File: config.mk
export PLATFORM = sky130hd
export DESIGN_NAME = pat_device_flat
export DESIGN_NICKNAME = d
export VERILOG_FILES = /design/src/core/pat_pkg.sv /design/src/core/pat_link.sv /design/src/core/pat_device.sv /design/src/core/type_combiner.sv /design/src/flat_wrapper.sv
export SDC_FILE = /design/constraint.sdc
export NUM_CORES = 1
export LEC_CHECK = 0
export BUFFER_PORTS_ARGS = -buffer_cell sky130_fd_sc_hd__buf_2
export CAP_MARGIN = 15
export CORE_AREA = 4 4 151 153
export CTS_CLUSTER_DIAMETER = 120
export DETAILED_ROUTE_END_ITERATION = 6
export DIE_AREA = 0 0 155 157
export PLACE_DENSITY = 0.55
export SYNTH_ARGS = -nofsm -noshare
export SYNTH_HDL_FRONTEND = slang
export SYNTH_SLANG_ARGS = --single-unit
export TNS_END_PERCENT = 10
File: constraint.sdc
create_clock -name core_clk -period 2.03 [get_ports core_clk]
set_clock_uncertainty 0.2 [all_clocks]
set_input_delay 0.1015 -clock core_clk [delete_from_list [all_inputs] [get_ports core_clk]]
set_output_delay 0.1015 -clock core_clk [all_outputs]
set_load 0.01 [all_outputs]
File: src/core/pat_pkg.sv
// Contract
// - Index-high bit: leaf bit 7, large-directory bit 12.
// - Entries lacking index-high bit use zero.
// - Cache-disable bit is entry bit 4.
// - Write-through bit is entry bit 3.
// - Index is high, cache-disable, write-through bits.
// - Reset slots: writeback, writethrough, overridable-uncached, uncached, twice.
// - Slot codes 00,01,04,05,06,07 hex only.
// - Reserved bits or bad code fault the write.
// - Feature query functions 1, 8000_0001h set bit 16.
// - Slot lookup always on, never disabled.
// - Every translated access uses its indexed slot type.
// - Upper-level fetches index slots 0 to 3 only.
// - Uncached, overridable-uncached, write-combining slot combination.
// - Write-protect, writethrough, writeback slot combination.
// - Range mechanism disabled means range type uncached.
// - Software keeps attribute state identical across processors.
// - Never map one page with two types.
// - Type change: unmap, flush translations, then install.
// - Cacheable to uncacheable change also flushes caches.
// - Routing disabled sends accesses to memory-mapped I/O.
package pat_pkg;

    typedef enum logic [2:0] {
        mt_uncached = 3'h0,
        mt_write_combining = 3'h1,
        mt_writethrough = 3'h4,
        mt_write_protect = 3'h5,
        mt_writeback = 3'h6,
        mt_overridable_uncached = 3'h7
    } mem_type_t;

    typedef enum logic [1:0] {
        lvl_leaf_small,
        lvl_dir_large,
        lvl_upper
    } entry_level_t;

    localparam int SLOT_COUNT = 8;
    localparam int SLOT_WIDTH = 8;
    localparam int TYPE_WIDTH = 3;
    localparam int RSVD_WIDTH = 5;
    localparam int PADDR_WIDTH = 52;
    localparam int LEAF_IDX_HIGH_POS = 7;
    localparam int DIR_IDX_HIGH_POS = 12;
    localparam int CACHE_DIS_POS = 4;
    localparam int WRITE_THRU_POS = 3;
    localparam logic [63:0] ATTR_RESET = 64'h0007040600070406;
    localparam int FEATURE_ATTR_BIT = 16;
    localparam logic [31:0] QUERY_FUNC_STD = 32'h00000001;
    localparam logic [31:0] QUERY_FUNC_EXT = 32'h80000001;

    function automatic logic code_ok(input logic [2:0] code);
        return (code != 3'h2) && (code != 3'h3);
    endfunction

    function automatic logic is_cacheable(input mem_type_t t);
        return (t == mt_writeback) || (t == mt_writethrough) || (t == mt_write_protect);
    endfunction

endpackage

File: src/core/pat_link.sv
interface pat_link;
    import pat_pkg::*;

    logic req_valid;
    entry_level_t req_level;
    logic [63:0] req_entry;
    logic [PADDR_WIDTH-1:0] req_paddr;
    mem_type_t rsp_type;
    logic attr_wr_valid;
    logic [63:0] attr_wr_data;
    logic attr_wr_fault;
    logic attr_wr_done;
    logic [63:0] attr_rd_data;
    logic query_valid;
    logic [31:0] query_func;
    logic query_done;
    logic [31:0] query_result;

    modport dev (
        input req_valid, req_level, req_entry, req_paddr,
        output rsp_type,
        input attr_wr_valid, attr_wr_data,
        output attr_wr_fault, attr_wr_done, attr_rd_data,
        input query_valid, query_func,
        output query_done, query_result
    );

    modport host (
        output req_valid, req_level, req_entry, req_paddr,
        input rsp_type,
        output attr_wr_valid, attr_wr_data,
        input attr_wr_fault, attr_wr_done, attr_rd_data,
        output query_valid, query_func,
        input query_done, query_result
    );

endinterface

File: src/core/pat_device.sv
module pat_device
    import pat_pkg::*;
(
    // Clock and reset
    input wire logic core_clk,
    input wire logic rst_b,
    // Walker and software side
    pat_link.dev link,
    // Range register results for the current access
    input wire mem_type_t range_type,
    input wire logic range_enable,
    // Memory routing controls
    input wire logic route_enable,
    input wire logic route_rd_mem,
    input wire logic route_wr_mem,
    input wire logic acc_write,
    // Physical access
    output logic acc_valid,
    output logic [PADDR_WIDTH-1:0] acc_addr,
    output mem_type_t acc_type,
    output logic acc_table_fetch,
    output logic acc_to_mmio,
    // Status
    output mem_type_t last_type,
    output logic [2:0] last_index
);

    // =====================================================
    // Attribute register and per-slot decode
    // =====================================================
    logic [63:0] attr;
    logic [TYPE_WIDTH-1:0] slot_code [SLOT_COUNT];
    logic [SLOT_COUNT-1:0] rsvd_bad;
    logic [SLOT_COUNT-1:0] code_bad;
    logic [SLOT_COUNT-1:0] slot_bad;
    logic wr_bad;

    for (genvar g = 0; g < SLOT_COUNT; g++) begin : g_slot
        assign slot_code[g] = attr[g*SLOT_WIDTH +: TYPE_WIDTH];

        // Reserved bits of a written slot must be zero
        assign rsvd_bad[g] =
            |link.attr_wr_data[g*SLOT_WIDTH+TYPE_WIDTH +: RSVD_WIDTH];

        // Codes 2 and 3 name no memory type
        assign code_bad[g] =
            !code_ok(link.attr_wr_data[g*SLOT_WIDTH +: TYPE_WIDTH]);

        assign slot_bad[g] = rsvd_bad[g] || code_bad[g];
    end

    // One bad slot refuses the whole word
    assign wr_bad = |slot_bad;

    always_ff @(posedge core_clk or negedge rst_b) begin
        if (!rst_b) begin
            attr <= ATTR_RESET;
        end else if (link.attr_wr_valid && !wr_bad) begin
            // Only a word with no bad slot is taken
            attr <= link.attr_wr_data;
        end
    end

    assign link.attr_rd_data = attr;

    // =====================================================
    // Write answer
    // =====================================================
    // Both answers stand for one cycle
    always_ff @(posedge core_clk or negedge rst_b) begin
        if (!rst_b) begin
            link.attr_wr_done <= 1'b0;
        end else begin
            link.attr_wr_done <= link.attr_wr_valid;
        end
    end

    // Raised with done when the word was refused
    always_ff @(posedge core_clk or negedge rst_b) begin
        if (!rst_b) begin
            link.attr_wr_fault <= 1'b0;
        end else begin
            link.attr_wr_fault <= link.attr_wr_valid && wr_bad;
        end
    end

    // =====================================================
    // Feature query
    // =====================================================
    logic query_hit;
    logic [31:0] query_word;

    assign query_hit = (link.query_func == QUERY_FUNC_STD) ||
                       (link.query_func == QUERY_FUNC_EXT);

    // Every other result bit reads as zero
    always_comb begin
        query_word = 32'h00000000;
        query_word[FEATURE_ATTR_BIT] = query_hit;
    end

    always_ff @(posedge core_clk or negedge rst_b) begin
        if (!rst_b) begin
            link.query_done <= 1'b0;
        end else begin
            link.query_done <= link.query_valid;
        end
    end

    // The result holds until the next query
    always_ff @(posedge core_clk or negedge rst_b) begin
        if (!rst_b) begin
            link.query_result <= 32'h00000000;
        end else if (link.query_valid) begin
            link.query_result <= query_word;
        end
    end

    // =====================================================
    // Index formation
    // =====================================================
    logic leaf_high;
    logic dir_high;
    logic cd_bit;
    logic wt_bit;

    logic idx_high;
    logic [2:0] idx;
    mem_type_t slot_type;
    mem_type_t eff_type;

    assign leaf_high = link.req_entry[LEAF_IDX_HIGH_POS];
    assign dir_high = link.req_entry[DIR_IDX_HIGH_POS];

    // Same place in every entry format
    assign cd_bit = link.req_entry[CACHE_DIS_POS];
    assign wt_bit = link.req_entry[WRITE_THRU_POS];

    always_comb begin
        unique case (link.req_level)
            lvl_leaf_small: idx_high = leaf_high;
            lvl_dir_large: idx_high = dir_high;
            // Upper levels carry no index-high bit, so only slots 0 to 3 are reachable
            lvl_upper: idx_high = 1'b0;
            default: idx_high = 1'b0;
        endcase
    end

    // The lookup has no enable of any kind: every request is indexed
    assign idx = {idx_high, cd_bit, wt_bit};

    // Refused writes keep codes 2 and 3 out, so the cast is safe
    assign slot_type = mem_type_t'(slot_code[idx]);

    type_combiner u_combiner (
        .slot_type(slot_type),
        .range_type(range_type),
        .range_enable(range_enable),
        .eff_type(eff_type)
    );

    // =====================================================
    // Physical access, same cycle as the request
    // =====================================================
    assign acc_valid = link.req_valid;
    assign acc_addr = link.req_paddr;
    assign acc_type = eff_type;
    // Table fetches reach slots 0 to 3 through the zero high bit
    assign acc_table_fetch = (link.req_level == lvl_upper);
    assign link.rsp_type = eff_type;

    logic route_mem;

    // Reads and writes each have their own memory control
    assign route_mem = acc_write ? route_wr_mem : route_rd_mem;

    // Routing falls back to memory-mapped I/O while disabled
    always_comb begin
        if (!route_enable) begin
            acc_to_mmio = 1'b1;
        end else begin
            acc_to_mmio = !route_mem;
        end
    end

    // =====================================================
    // Status of the last lookup
    // =====================================================
    always_ff @(posedge core_clk or negedge rst_b) begin
        if (!rst_b) begin
            last_type <= mt_uncached;
        end else if (link.req_valid) begin
            last_type <= eff_type;
        end
    end

    // Slot chosen by the last request
    always_ff @(posedge core_clk or negedge rst_b) begin
        if (!rst_b) begin
            last_index <= 3'h0;
        end else if (link.req_valid) begin
            last_index <= idx;
        end
    end

endmodule

File: src/core/type_combiner.sv
module type_combiner
    import pat_pkg::*;
(
    // Inputs
    input wire mem_type_t slot_type,
    input wire mem_type_t range_type,
    input wire logic range_enable,
    // Result
    output mem_type_t eff_type
);

    mem_type_t rng;

    // =====================================================
    // Range type and combination
    // =====================================================
    always_comb begin
        rng = range_enable ? range_type : mt_uncached;
        eff_type = mt_uncached;
        unique case (slot_type)
            mt_uncached: eff_type = mt_uncached;
            mt_overridable_uncached: begin
                eff_type = (rng == mt_write_combining) ? mt_write_combining
                                                       : mt_uncached;
            end
            mt_write_combining: eff_type = mt_write_combining;
            mt_write_protect: begin
                if (rng == mt_write_protect || rng == mt_writeback) begin
                    eff_type = mt_write_protect;
                end else begin
                    eff_type = mt_uncached;
                end
            end
            mt_writethrough: begin
                if (rng == mt_writethrough || rng == mt_writeback) begin
                    eff_type = mt_writethrough;
                end else begin
                    eff_type = mt_uncached;
                end
            end
            mt_writeback: begin
                // An overridable-uncached range code falls back to uncached; any other range code passes through
                if (rng == mt_overridable_uncached) begin
                    eff_type = mt_uncached;
                end else begin
                    eff_type = rng;
                end
            end
            default: eff_type = mt_uncached;
        endcase
    end

endmodule

File: src/flat_wrapper.sv
// flat-port wrapper written by rule: the top's interface ports become plain ports
module pat_device_flat import pat_pkg::*;
  (core_clk, rst_b, range_type, range_enable, route_enable, route_rd_mem, route_wr_mem, acc_write, acc_valid, acc_addr, acc_type, acc_table_fetch, acc_to_mmio, last_type, last_index, link_req_valid, link_req_level, link_req_entry, link_req_paddr, link_rsp_type, link_attr_wr_valid, link_attr_wr_data, link_attr_wr_fault, link_attr_wr_done, link_attr_rd_data, link_query_valid, link_query_func, link_query_done, link_query_result);
  pat_link link_i ();
  input wire logic core_clk;
  input wire logic rst_b;
  input wire mem_type_t range_type;
  input wire logic range_enable;
  input wire logic route_enable;
  input wire logic route_rd_mem;
  input wire logic route_wr_mem;
  input wire logic acc_write;
  output logic acc_valid;
  output logic [PADDR_WIDTH-1:0] acc_addr;
  output mem_type_t acc_type;
  output logic acc_table_fetch;
  output logic acc_to_mmio;
  output mem_type_t last_type;
  output logic [2:0] last_index;
  input wire logic [$bits(link_i.req_valid)-1:0] link_req_valid;
  input wire logic [$bits(link_i.req_level)-1:0] link_req_level;
  input wire logic [$bits(link_i.req_entry)-1:0] link_req_entry;
  input wire logic [$bits(link_i.req_paddr)-1:0] link_req_paddr;
  output wire logic [$bits(link_i.rsp_type)-1:0] link_rsp_type;
  input wire logic [$bits(link_i.attr_wr_valid)-1:0] link_attr_wr_valid;
  input wire logic [$bits(link_i.attr_wr_data)-1:0] link_attr_wr_data;
  output wire logic [$bits(link_i.attr_wr_fault)-1:0] link_attr_wr_fault;
  output wire logic [$bits(link_i.attr_wr_done)-1:0] link_attr_wr_done;
  output wire logic [$bits(link_i.attr_rd_data)-1:0] link_attr_rd_data;
  input wire logic [$bits(link_i.query_valid)-1:0] link_query_valid;
  input wire logic [$bits(link_i.query_func)-1:0] link_query_func;
  output wire logic [$bits(link_i.query_done)-1:0] link_query_done;
  output wire logic [$bits(link_i.query_result)-1:0] link_query_result;
  assign link_i.req_valid = link_req_valid;
  assign link_i.req_level = link_req_level;
  assign link_i.req_entry = link_req_entry;
  assign link_i.req_paddr = link_req_paddr;
  assign link_rsp_type = link_i.rsp_type;
  assign link_i.attr_wr_valid = link_attr_wr_valid;
  assign link_i.attr_wr_data = link_attr_wr_data;
  assign link_attr_wr_fault = link_i.attr_wr_fault;
  assign link_attr_wr_done = link_i.attr_wr_done;
  assign link_attr_rd_data = link_i.attr_rd_data;
  assign link_i.query_valid = link_query_valid;
  assign link_i.query_func = link_query_func;
  assign link_query_done = link_i.query_done;
  assign link_query_result = link_i.query_result;
  pat_device u_core (.core_clk(core_clk), .rst_b(rst_b), .link(link_i), .range_type(range_type), .range_enable(range_enable), .route_enable(route_enable), .route_rd_mem(route_rd_mem), .route_wr_mem(route_wr_mem), .acc_write(acc_write), .acc_valid(acc_valid), .acc_addr(acc_addr), .acc_type(acc_type), .acc_table_fetch(acc_table_fetch), .acc_to_mmio(acc_to_mmio), .last_type(last_type), .last_index(last_index));
endmodule
==> results.json, run 1 <==
{
  "nFillCells": 2275,
  "grt_usage_pct": 9.32,
  "slowest_stage": "mux4_2",
  "yosysSeqAreaShare_pct": 48.2,
  "reg2reg_from": "u_core.link.attr_rd_data[57]",
  "critPathLaunchType": "flop",
  "met2_usage_pct": 14.4,
  "path_class": "reg2out",
  "area_growth_pct": 44.8,
  "synth-main-ff-cell": "dfrtp_1",
  "clkPwrFrac_pct": 47.5,
  "ant_nets": 0,
  "first_iter_violations": 95,
  "clockRootBuffer": "clkbuf_16",
  "dieArea_mm2": 0.0243,
  "multi_input_area_mm2": 0.00142,
  "p_total_uw": 3470,
  "synth_top_area_share_pct": 40.0,
  "grt_use_met1_pct": 11.4,
  "arrival_ps": 2070,
  "synth_area_mm2": 0.00387,
  "yosysTopAreaCell": "dfrtp_1",
  "p_sw_uw": 839,
  "powerDensity_mw_per_mm2": 618,
  "rsz0062_at_grt": "yes",
  "slew_headroom_pct": 66.1,
  "die_y_um": 157,
  "antenna_found_initial": 1,
  "hpwl_um": 8470,
  "viasPerCell": 3.69,
  "failed_checks": "negative setup slack",
  "first_pass_iters": 4,
  "clk_latency_ps": 340,
  "cts_buffers": 9,
  "gp_congestion": 0.818,
  "worst_slack_ps": -342,
  "synth.most_common_cell": "buf_4",
  "drive_gt1_share_pct": 55.2,
  "swShare_pct": 24.2,
  "status": "finished with violations",
  "synthArstFlopShare_pct": 100,
  "holdWs_ps": 3.00,
  "ff_latch_area_mm2": 0.00187,
  "clock_path_buffers": 2,
  "timing.setup.tns_ps": -2200,
  "syn_avg_cell_area_um2": 12.0,
  "leakage_uw": 0.00304,
  "crit_fanout": 3,
  "cp.required_ps": 1730,
  "finalSetupViolations": 8,
  "fin_nets": 760,
  "cts.sinks": 74,
  "synthesis.instances": 324,
  "grt_pass1_wl_um": 17500,
  "htree_levels": 3,
  "grt_max_degree": 45,
  "clkTransAtPathRegs_ps": 60,
  "ir_drop_uv": 302,
  "slowest_delay_ps": 530,
  "grt_overflow_total": 0,
  "grt_pass1_vias": 3209,
  "grt-busiest-layer": "met2",
  "cts_tree": "yes",
  "route.detailed.drc": 0,
  "row_count": 54,
  "intPower_uw": 2630,
  "tightestPinTransition_ps": 509,
  "boundaryPins": 393,
  "startpoint": "u_core.link.attr_rd_data[56]",
  "p_comb_share_pct": 9.6,
  "synth.top_cells.by_area": "dfrtp_1 (40%), buf_4 (17%), dfstp_2 (8.1%), mux2_4 (8.1%), and2_1 (6.5%)",
  "synth_commonest_cells": "buf_4 (87), dfrtp_1 (62), and2_1 (40), mux2_4 (21), nor4_1 (16)",
  "yosys_warnings": 0,
  "period_minus_slack_ps": 2370,
  "postRouteWirelength_um": 11400,
  "pwr-share-seq_pct": 42.9,
  "slew_violations": 0,
  "ys_seq_elements": 74,
  "portBuffers": 196,
  "hold_start": "link_req_paddr[36]",
  "path_cells": "mux4_2 -> nand2b_4 -> o22ai_4 -> a21oi_2 -> a31oi_2 -> buf_2",
  "hold_viol_final": 0,
  "vias": 3022,
  "fmax_mhz": 422,
  "drv_cap": 0,
  "synth.distinct_cells": 39,
  "chipWidth_um": 155,
  "wl_per_cell_um": 13.9,
  "start_util_pct": 18.0,
  "hold_class": "in2out",
  "synth_edf_count": 0,
  "met3_usage_pct": 4.15,
  "end_kind": "output pin",
  "fin_crit_sh_pct": 117,
  "coreArea_mm2": 0.0216,
  "antennaDiodeCount": 0
}
[metrics by stage]
step	setup WS (ps)	utilization (%)	cell area [µm²]	std cells
floorplan	14.9	-	3990	354
global route	-465	26.0	5610	818
detailed placement	-225	22.2	4790	753
CTS	-411	25.9	5580	815
finish	-342	26.0	5610	818
global placement	-202	22.2	4790	753
[kinds of logic (layout without fill, tap and decap cells)]
kind of cell    Yosys count  count (layout)  share of synthesized area [%]
buf+inv                 103             287                           19.0
other cells               1              31                         0.0968
compound gates           15              15                           3.00
mux                      39              39                           15.1
flops                    74              74                           48.2
simple gates             92              92                           14.7
[placed cells by master (no fill, tap or decap), drive strengths merged, types with 2 or more instances in the layout]
master,n
nand4,5
mux4,6
o22ai,2
nand2b,2
inv,9
dfrtp,62
buf,219
nor2b,3
mux2,32
clkbuf,10
o21ai,4
a21oi,4
conb,31
nor2,3
nand2,9
nor4b,2
dfstp,12
dlygate4sd3,45
and2,40
nor3b,2
nand3,4
clkinv,2
nor4,17
[flip-flops by register name, summed over array words and instances, names as in the netlist]
signal	count
u_core.link.attr_rd_data	64
u_core.last_index	3
u_core.last_type	3
u_core.link.attr_wr_done	1
u_core.link.attr_wr_fault	1
u_core.link.query_done	1
u_core.link.query_result	1
[power groups by stage]
stage          combinational (µW)  sequential (µW)  clock [µW]
2_1_floorplan                 231             1520           0
3_3_place_gp                  271             1510           0
3_5_place_dp                  272             1510           0
4_1_cts                       333             1490        1740
5_1_grt                       370             1490        1790
6_report                      332             1490        1650
[final timing paths]
check / end / cells past startpoint / slack [ps]
hold reg to reg: u_core.link.attr_rd_data[54] / 1 / 280
hold / removal: acc_addr[36] / 0 / 3
max in group asynchronous: u_core.link.attr_rd_data[34] / 3 / 890
min in group asynchronous: u_core.link.attr_rd_data[20] / 2 / 70
setup / recovery: acc_type[0] / 6 / -340
setup reg to reg: u_core.last_type[0] / 9 / -290
[timing repair]
item / 4_1_cts / 5_1_grt
hold endpoints to repair: 97 / 0
gates resized for setup: 6 / 2
setup endpoints to repair: 8 / 23
pin swaps: 3 / 3
setup buffers: 1 / 3
hold buffers: 45 / 0
[final cells by class]
class,count,area share (%)
clock buffer,10,4.08
clock inverter,6,1.34
inverter,7,0.468
multi-input combinational,177,25.3
sequential,74,33.3
tap,280,6.24
timing repair buffer,264,29.3
[routing by layer]
layer,up-vias,routed length (µm),part of all wire (%)
met4,2,250,2.2
met3,40,1300,11
met2,173,5190,46
met5,-,13,0.11
met1,1401,4640,41
li1,1406,-,-
[worst max-delay path: cells and delay by family, from the launching register on]
family | cells | cell delay, ps
AOI/OAI and AO/OA | 3 | 480
DFF | 1 | 370
and+or+nand+nor | 1 | 170
buffers and inverters | 1 | 180
muxes | 1 | 530
No activity file was read; power rests on OpenSTA's default activity.
==> inputs of run 2 (changes only) <==
--- a/constraint.sdc
+++ b/constraint.sdc
@@ -3,3 +3,3 @@
 set_input_delay 0.1015 -clock core_clk [delete_from_list [all_inputs] [get_ports core_clk]]
 set_output_delay 0.1015 -clock core_clk [all_outputs]
-set_load 0.01 [all_outputs]
+set_load 0.1 [all_outputs]
==> run 2 against run 1 <==
  * The flow still finishes with violations (negative setup slack)
  * First-iteration DRC count fell by 2.1%
  * Fmax fell by 3.8%
  * Highest routed layer is now met4
  * Critical endpoint is now link_rsp_type[0]
  * Clock power fell by 7%
  * Largest power group unchanged
  * Largest cell class unchanged
  * Critical path type unchanged
==> results.json, run 2 (same netlist as run 1, synthesis figures left out) <==
{
  "status": "finished with violations",
  "failed_checks": "negative setup slack",
  "htree_levels": 3,
  "portBuffers": 196,
  "arrival_ps": 2160,
  "end_kind": "output pin",
  "start_util_pct": 18.0,
  "fmax_mhz": 406,
  "multi_input_area_mm2": 0.00146,
  "clk_latency_ps": 330,
  "gp_congestion": 0.826,
  "slowest_stage": "mux4_2",
  "wl_per_cell_um": 14.2,
  "nFillCells": 2256,
  "ant_nets": 0,
  "final_cell_mix": "buf_2 (189), dfrtp_1 (50), dlygate4sd3_1 (47), and2_1 (40), conb_1 (31)",
  "path_class": "reg2out",
  "die_y_um": 157,
  "critPathLaunchType": "flop",
  "pwr-share-seq_pct": 40.4,
  "place_area_mm2": 0.00507,
  "p_comb_share_pct": 17.7,
  "first_iter_violations": 93,
  "slew_headroom_pct": 63.0,
  "drv_cap": 0,
  "grt_overflow_total": 0,
  "cts_buffers": 9,
  "route.detailed.drc": 0,
  "cp.required_ps": 1730,
  "coreArea_mm2": 0.0216,
  "cts_tree": "yes",
  "clockRootBuffer": "clkbuf_16",
  "cpLargestDelayFamily": "compound AO/OA/AOI/OAI gates",
  "rsz0062_at_grt": "yes",
  "powerDensity_mw_per_mm2": 622,
  "viasPerCell": 3.71,
  "vias": 3092,
  "area_growth_pct": 52.6,
  "period_minus_slack_ps": 2470,
  "cts.sinks": 74,
  "chipWidth_um": 155,
  "grt_pass1_wl_um": 17700,
  "hold_class": "in2out",
  "p_total_uw": 3680,
  "antenna_found_initial": 2,
  "row_count": 54,
  "clkTransAtPathRegs_ps": 60,
  "path_cells": "mux4_2 -> nand2b_4 -> o22ai_4 -> a21oi_2 -> a31oi_4 -> buf_12",
  "clkPwrFrac_pct": 41.9,
  "slowest_delay_ps": 480,
  "hpwl_um": 9130,
  "worst_slack_ps": -436,
  "final_cell_area_mm2": 0.00591,
  "intPower_uw": 2530,
  "crit_fanout": 3,
  "tightestPinTransition_ps": 555,
  "path_buf_inv": 1,
  "fin_nets": 774,
  "fin_crit_sh_pct": 121,
  "slew_violations": 0,
  "largest_reg_flops": 64,
  "first_pass_iters": 4,
  "finalSetupViolations": 9,
  "dieArea_mm2": 0.0243,
  "boundaryPins": 393,
  "layout_commonest_cell": "buf_2",
  "drive_gt1_share_pct": 58.9,
  "clock_path_buffers": 2,
  "grt_max_degree": 40,
  "grt_pass1_vias": 3159,
  "timing.setup.tns_ps": -3000,
  "hold_viol_final": 0,
  "grt_usage_pct": 9.41,
  "leakage_uw": 0.00311,
  "p_sw_uw": 1150,
  "ir_drop_uv": 317,
  "ff_latch_area_mm2": 0.00190,
  "postRouteWirelength_um": 11800,
  "swShare_pct": 31.2
}
[run 2: cell count changes in the layout (fill, tap and decap cells not counted), sizes merged]
cell	delta
clkinv	-1
clkinvlp	+2
diode	+2
dlygate4sd3	+2
bufinv	-1
buf	+12
[run 2: layer usage]
layer / part of all wire, % / track usage [%]
met4: 3.1 / 4.75
met5: 0 / 0
met2: 44 / 14.1
met1: 42 / 11.8
met3: 10 / 3.66
[run 2: repair_timing]
action,4_1_cts,5_1_grt
gates cloned,0,0
buffers inserted,2,1
gates resized for setup,4,8
hold endpoints to repair,100,0
pin swaps,4,5
hold buffers,47,0
endpoints found under the setup margin,9,52
[run 2: cell type report]
| cell class | instances | share of cell area (%) |
|---|---|---|
| diodes | 2 | 0.0846 |
| clock buffers | 10 | 4.04 |
| well taps | 280 | 5.92 |
| repair buffers | 278 | 31.9 |
| flip-flops and latches | 74 | 32.2 |
| inverters | 7 | 0.444 |
| multi-input cells | 177 | 24.6 |
| clock inverters | 6 | 0.825 |
[run 2: worst register-to-register path, stage by stage, from the launching register on]
cell and delay (ps):
dfstp_4 470, mux4_2 530, buf_6 150, nand2b_4 60
o22ai_4 80, a2bb2oi_2 180, a31oi_4 140, mux2_2 290
[run 2: path summary, 6_finish.rpt]
kind | cells past startpoint | slack, ps | end | startpoint
setup / recovery | 6 | -440 | link_rsp_type[0] | u_core.link.attr_rd_data[56]
max in group asynchronous | 3 | 910 | u_core.link.attr_rd_data[10] | rst_b
min in group asynchronous | 2 | 90 | u_core.link.attr_rd_data[38] | rst_b
hold reg to reg | 1 | 280 | u_core.link.attr_rd_data[29] | u_core.link.attr_rd_data[29]
setup reg to reg | 7 | -180 | u_core.last_type[0] | u_core.link.attr_rd_data[49]
hold / removal | 0 | 3 | acc_addr[20] | link_req_paddr[20]
[run 2: per-stage QoR]
step           setup WS, ps  cells  utilization [%]  hold slack [ps]
6_report               -436    834             27.4             3.03
5_1_grt                -512    832             27.4             3.16
4_1_cts                -491    831             27.2            0.173
3_5_place_dp           -159    766             23.5            -65.6
3_3_place_gp           -158    766             23.5            -63.0
2_1_floorplan          -742    354                -             -394
[run 2: power groups by stage]
stage	clock, µW	combinational, µW	sequential [µW]
final	1540	652	1490
after detailed placement	0	586	1510
after global routing	1680	688	1490
after floorplan	0	858	1580
after global placement	0	584	1510
after CTS	1630	650	1490
==> inputs of run 3 (changes only) <==
Settings changed: ABC_AREA set to 1, CORE_AREA 4 4 151 153 to 2 2 150 152, DIE_AREA 0 0 155 157 to 0 0 152 154.
==> run 3 against run 2 <==
  * The run still ends with negative setup slack left
  * Core utilization shrank 1.0 points
  * Worst setup slack gained 280 ps
  * Clock-buffer cell count grew 2
  * Cell area shrank 3.1%
  * Fmax grew 13%
  * Non-clock buffer count shrank 24
  * Register-to-register slack gained 350 ps
  * Sequential power is essentially flat
  * Via count grew 16%
  * First-iteration DRC count grew 7.5%
  * Wire length grew 4.9%
  * Critical path depth grew 4
  * Highest routed layer unchanged
==> results.json, run 3 <==
{
  "synth_top_area_share_pct": 39.3,
  "hold_start": "link_req_paddr[14]",
  "status": "finished with violations",
  "fmax_mhz": 457,
  "first_iter_violations": 100,
  "slowest_stage": "dfstp_4",
  "critPathLaunchType": "flop",
  "synthArstFlopShare_pct": 100,
  "path_cells": "nand2_2 -> nand3_2 -> nand2_1 -> nand2_1 -> nand2_2 -> nand2_2 -> nor2_2 -> nand3b_1 -> clkinvlp_4 -> buf_12",
  "grt-busiest-layer": "met2",
  "synth_area_mm2": 0.00395,
  "synth.top_cells.by_area": "dfrtp_1 (39%), buf_4 (17%), nand2_1 (12%), dfstp_2 (8.0%), inv_1 (6.8%)",
  "cpLargestDelayFamily": "flip-flops",
  "fin_nets": 911,
  "grt_pass1_wl_um": 19500,
  "leakage_uw": 0.00334,
  "gp_congestion": 0.826,
  "p_total_uw": 4040,
  "fin_crit_sh_pct": 108,
  "slew_violations": 0,
  "holdWs_ps": 3.03,
  "grt_overflow_total": 0,
  "htree_levels": 3,
  "antennaDiodeCount": 0,
  "row_count": 54,
  "coreArea_mm2": 0.0217,
  "yosys_warnings": 0,
  "clockRootBuffer": "clkbuf_16",
  "final_cell_area_mm2": 0.00573,
  "synth_commonest_cells": "nand2_1 (128), buf_4 (88), inv_1 (72), dfrtp_1 (62), nand3_1 (28)",
  "grt_use_met1_pct": 12.6,
  "end_kind": "output pin",
  "place_area_mm2": 0.00489,
  "boundaryPins": 393,
  "crit_top_cell": "nand2_2",
  "cts.sinks": 74,
  "ant_nets": 0,
  "chipWidth_um": 152,
  "crit_fanout": 2,
  "synth.most_common_cell": "nand2_1",
  "path_buf_inv": 2,
  "nFillCells": 2363,
  "synth_edf_count": 0,
  "synth.distinct_cells": 30,
  "area_growth_pct": 45.2,
  "cts_buffers": 9,
  "die_y_um": 154,
  "drive_gt1_share_pct": 38.9,
  "cts_tree": "yes",
  "portBuffers": 196,
  "reg2reg_from": "u_core.link.attr_rd_data[10]",
  "path_class": "reg2out",
  "yosysTopAreaCell": "dfrtp_1",
  "hold_viol_final": 0,
  "rsz0062_at_grt": "yes",
  "whs_path_depth": 0,
  "viasPerCell": 3.70,
  "hpwl_um": 9370,
  "worst_slack_ps": -157,
  "finalCoreUtilization_pct": 26.4,
  "layout_commonest_cell": "buf_2",
  "met2_usage_pct": 17.6,
  "grt_pass1_vias": 3643,
  "antenna_found_initial": 0,
  "drv_cap": 0,
  "postRouteWirelength_um": 12400,
  "place_ws_ps": 101,
  "hold_class": "in2out",
  "failed_checks": "negative setup slack",
  "syn_avg_cell_area_um2": 8.11,
  "slew_headroom_pct": 64.6,
  "reg2reg_to": "u_core.last_type[1]",
  "holdPathEnd": "acc_addr[14]",
  "vias": 3587,
  "finalSetupViolations": 6,
  "met3_usage_pct": 3.21,
  "clk_latency_ps": 340,
  "cp.required_ps": 1730,
  "start_util_pct": 18.2,
  "synthesis.instances": 487,
  "yosysSeqAreaShare_pct": 47.3,
  "wl_per_cell_um": 12.8,
  "clock_path_buffers": 2,
  "powerDensity_mw_per_mm2": 705,
  "first_pass_iters": 4,
  "tightestPinTransition_ps": 534,
  "final_cell_mix": "buf_2 (189), nand2_1 (123), inv_1 (71), dfrtp_1 (50), dlygate4sd3_1 (44)",
  "largest_reg_flops": 64,
  "r2r_cells": 10,
  "synth-main-ff-cell": "dfrtp_1",
  "grt_max_degree": 46,
  "route.detailed.drc": 0,
  "arrival_ps": 1890,
  "ir_drop_uv": 335,
  "grt_usage_pct": 10.7,
  "dieArea_mm2": 0.0234,
  "period_minus_slack_ps": 2190,
  "slowest_delay_ps": 620,
  "ff2ff_setup_slack_ps": 170,
  "clkTransAtPathRegs_ps": 60,
  "ys_seq_elements": 74
}
[run 3: area by class of cell]
class / instances / area, µm² / share of cell area, %
Clock buffer: 12 / 236 / 4.13
Timing Repair Buffer: 254 / 1650 / 28.8
Inverter: 77 / 293 / 5.11
Clock inverter: 4 / 77.6 / 1.35
Tap cell: 280 / 350 / 6.11
Multi-Input combinational cell: 268 / 1240 / 21.6
Sequential cell: 74 / 1890 / 33.0
[run 3: where the power goes]
group	internal (µW)	switching, µW	leakage [µW]	total (µW)
clock network	1080	649	0.000151	1730
registers	1490	5.49	0.000960	1490
logic	214	598	0.00223	813
[run 3: worst max path at each step]
| stage | startpoint | endpoint | slack (ps) | depth (start not counted) |
|---|---|---|---|---|
| 5_1_grt | u_core.link.attr_rd_data[16] | link_rsp_type[1] | -280 | 10 |
| 4_1_cts | u_core.link.attr_rd_data[49] | acc_type[1] | -220 | 9 |
| 3_5_place_dp | link_attr_wr_data[10] | u_core.link.attr_rd_data[35] | 100 | 11 |
| 2_1_floorplan | u_core.link.attr_rd_data[17] | link_rsp_type[1] | -490 | 9 |
| 6_report | u_core.link.attr_rd_data[16] | acc_type[1] | -160 | 10 |
| 3_3_place_gp | link_attr_wr_data[10] | u_core.link.attr_rd_data[35] | 90 | 11 |
[run 3: kinds of logic (layout without fill, tap and decap cells)]
logic type | Yosys count | count (layout) | synth area share [%]
other | 1 | 31 | 0.0950
AO/OA/AOI/OAI | 38 | 38 | 5.13
flip-flops | 74 | 74 | 47.3
buffers and inverters | 175 | 347 | 25.9
AND/OR/NAND/NOR | 199 | 199 | 21.6
[run 3: per-layer routing]
metal  routed length [µm]  part of all wire [%]  vias up
li1                     -                     -     1775
met1                 5340                    43     1596
met2                 5760                    46      177
met3                  864                   7.0       39
met4                  440                   3.5        0
met5                    0                     0        -
[run 3: repair_timing]
item,4_1_cts,5_1_grt
endpoints found under the setup margin,6,68
pin swaps,7,5
gates resized for setup,2,9
setup buffers,5,2
endpoints found under the hold margin,85,0
hold buffers,44,0
[run 3: per-stage QoR]
stage          std cells  TNS, ps
2_1_floorplan        517    -1740
3_3_place_gp         902        0
3_5_place_dp         902        0
4_1_cts              967    -1090
5_1_grt              969    -1580
6_report             969     -772
[run 3: worst register-to-register path: stages, from the launching register on]
cell and delay, ps:
dfstp_2 540, nand2_1 70, nand3_1 110, nand2_1 60
nand2_1 70, nand2_2 80, nor2_2 120, nand3b_1 140
buf_4 170, buf_4 120, o21ai_1 100
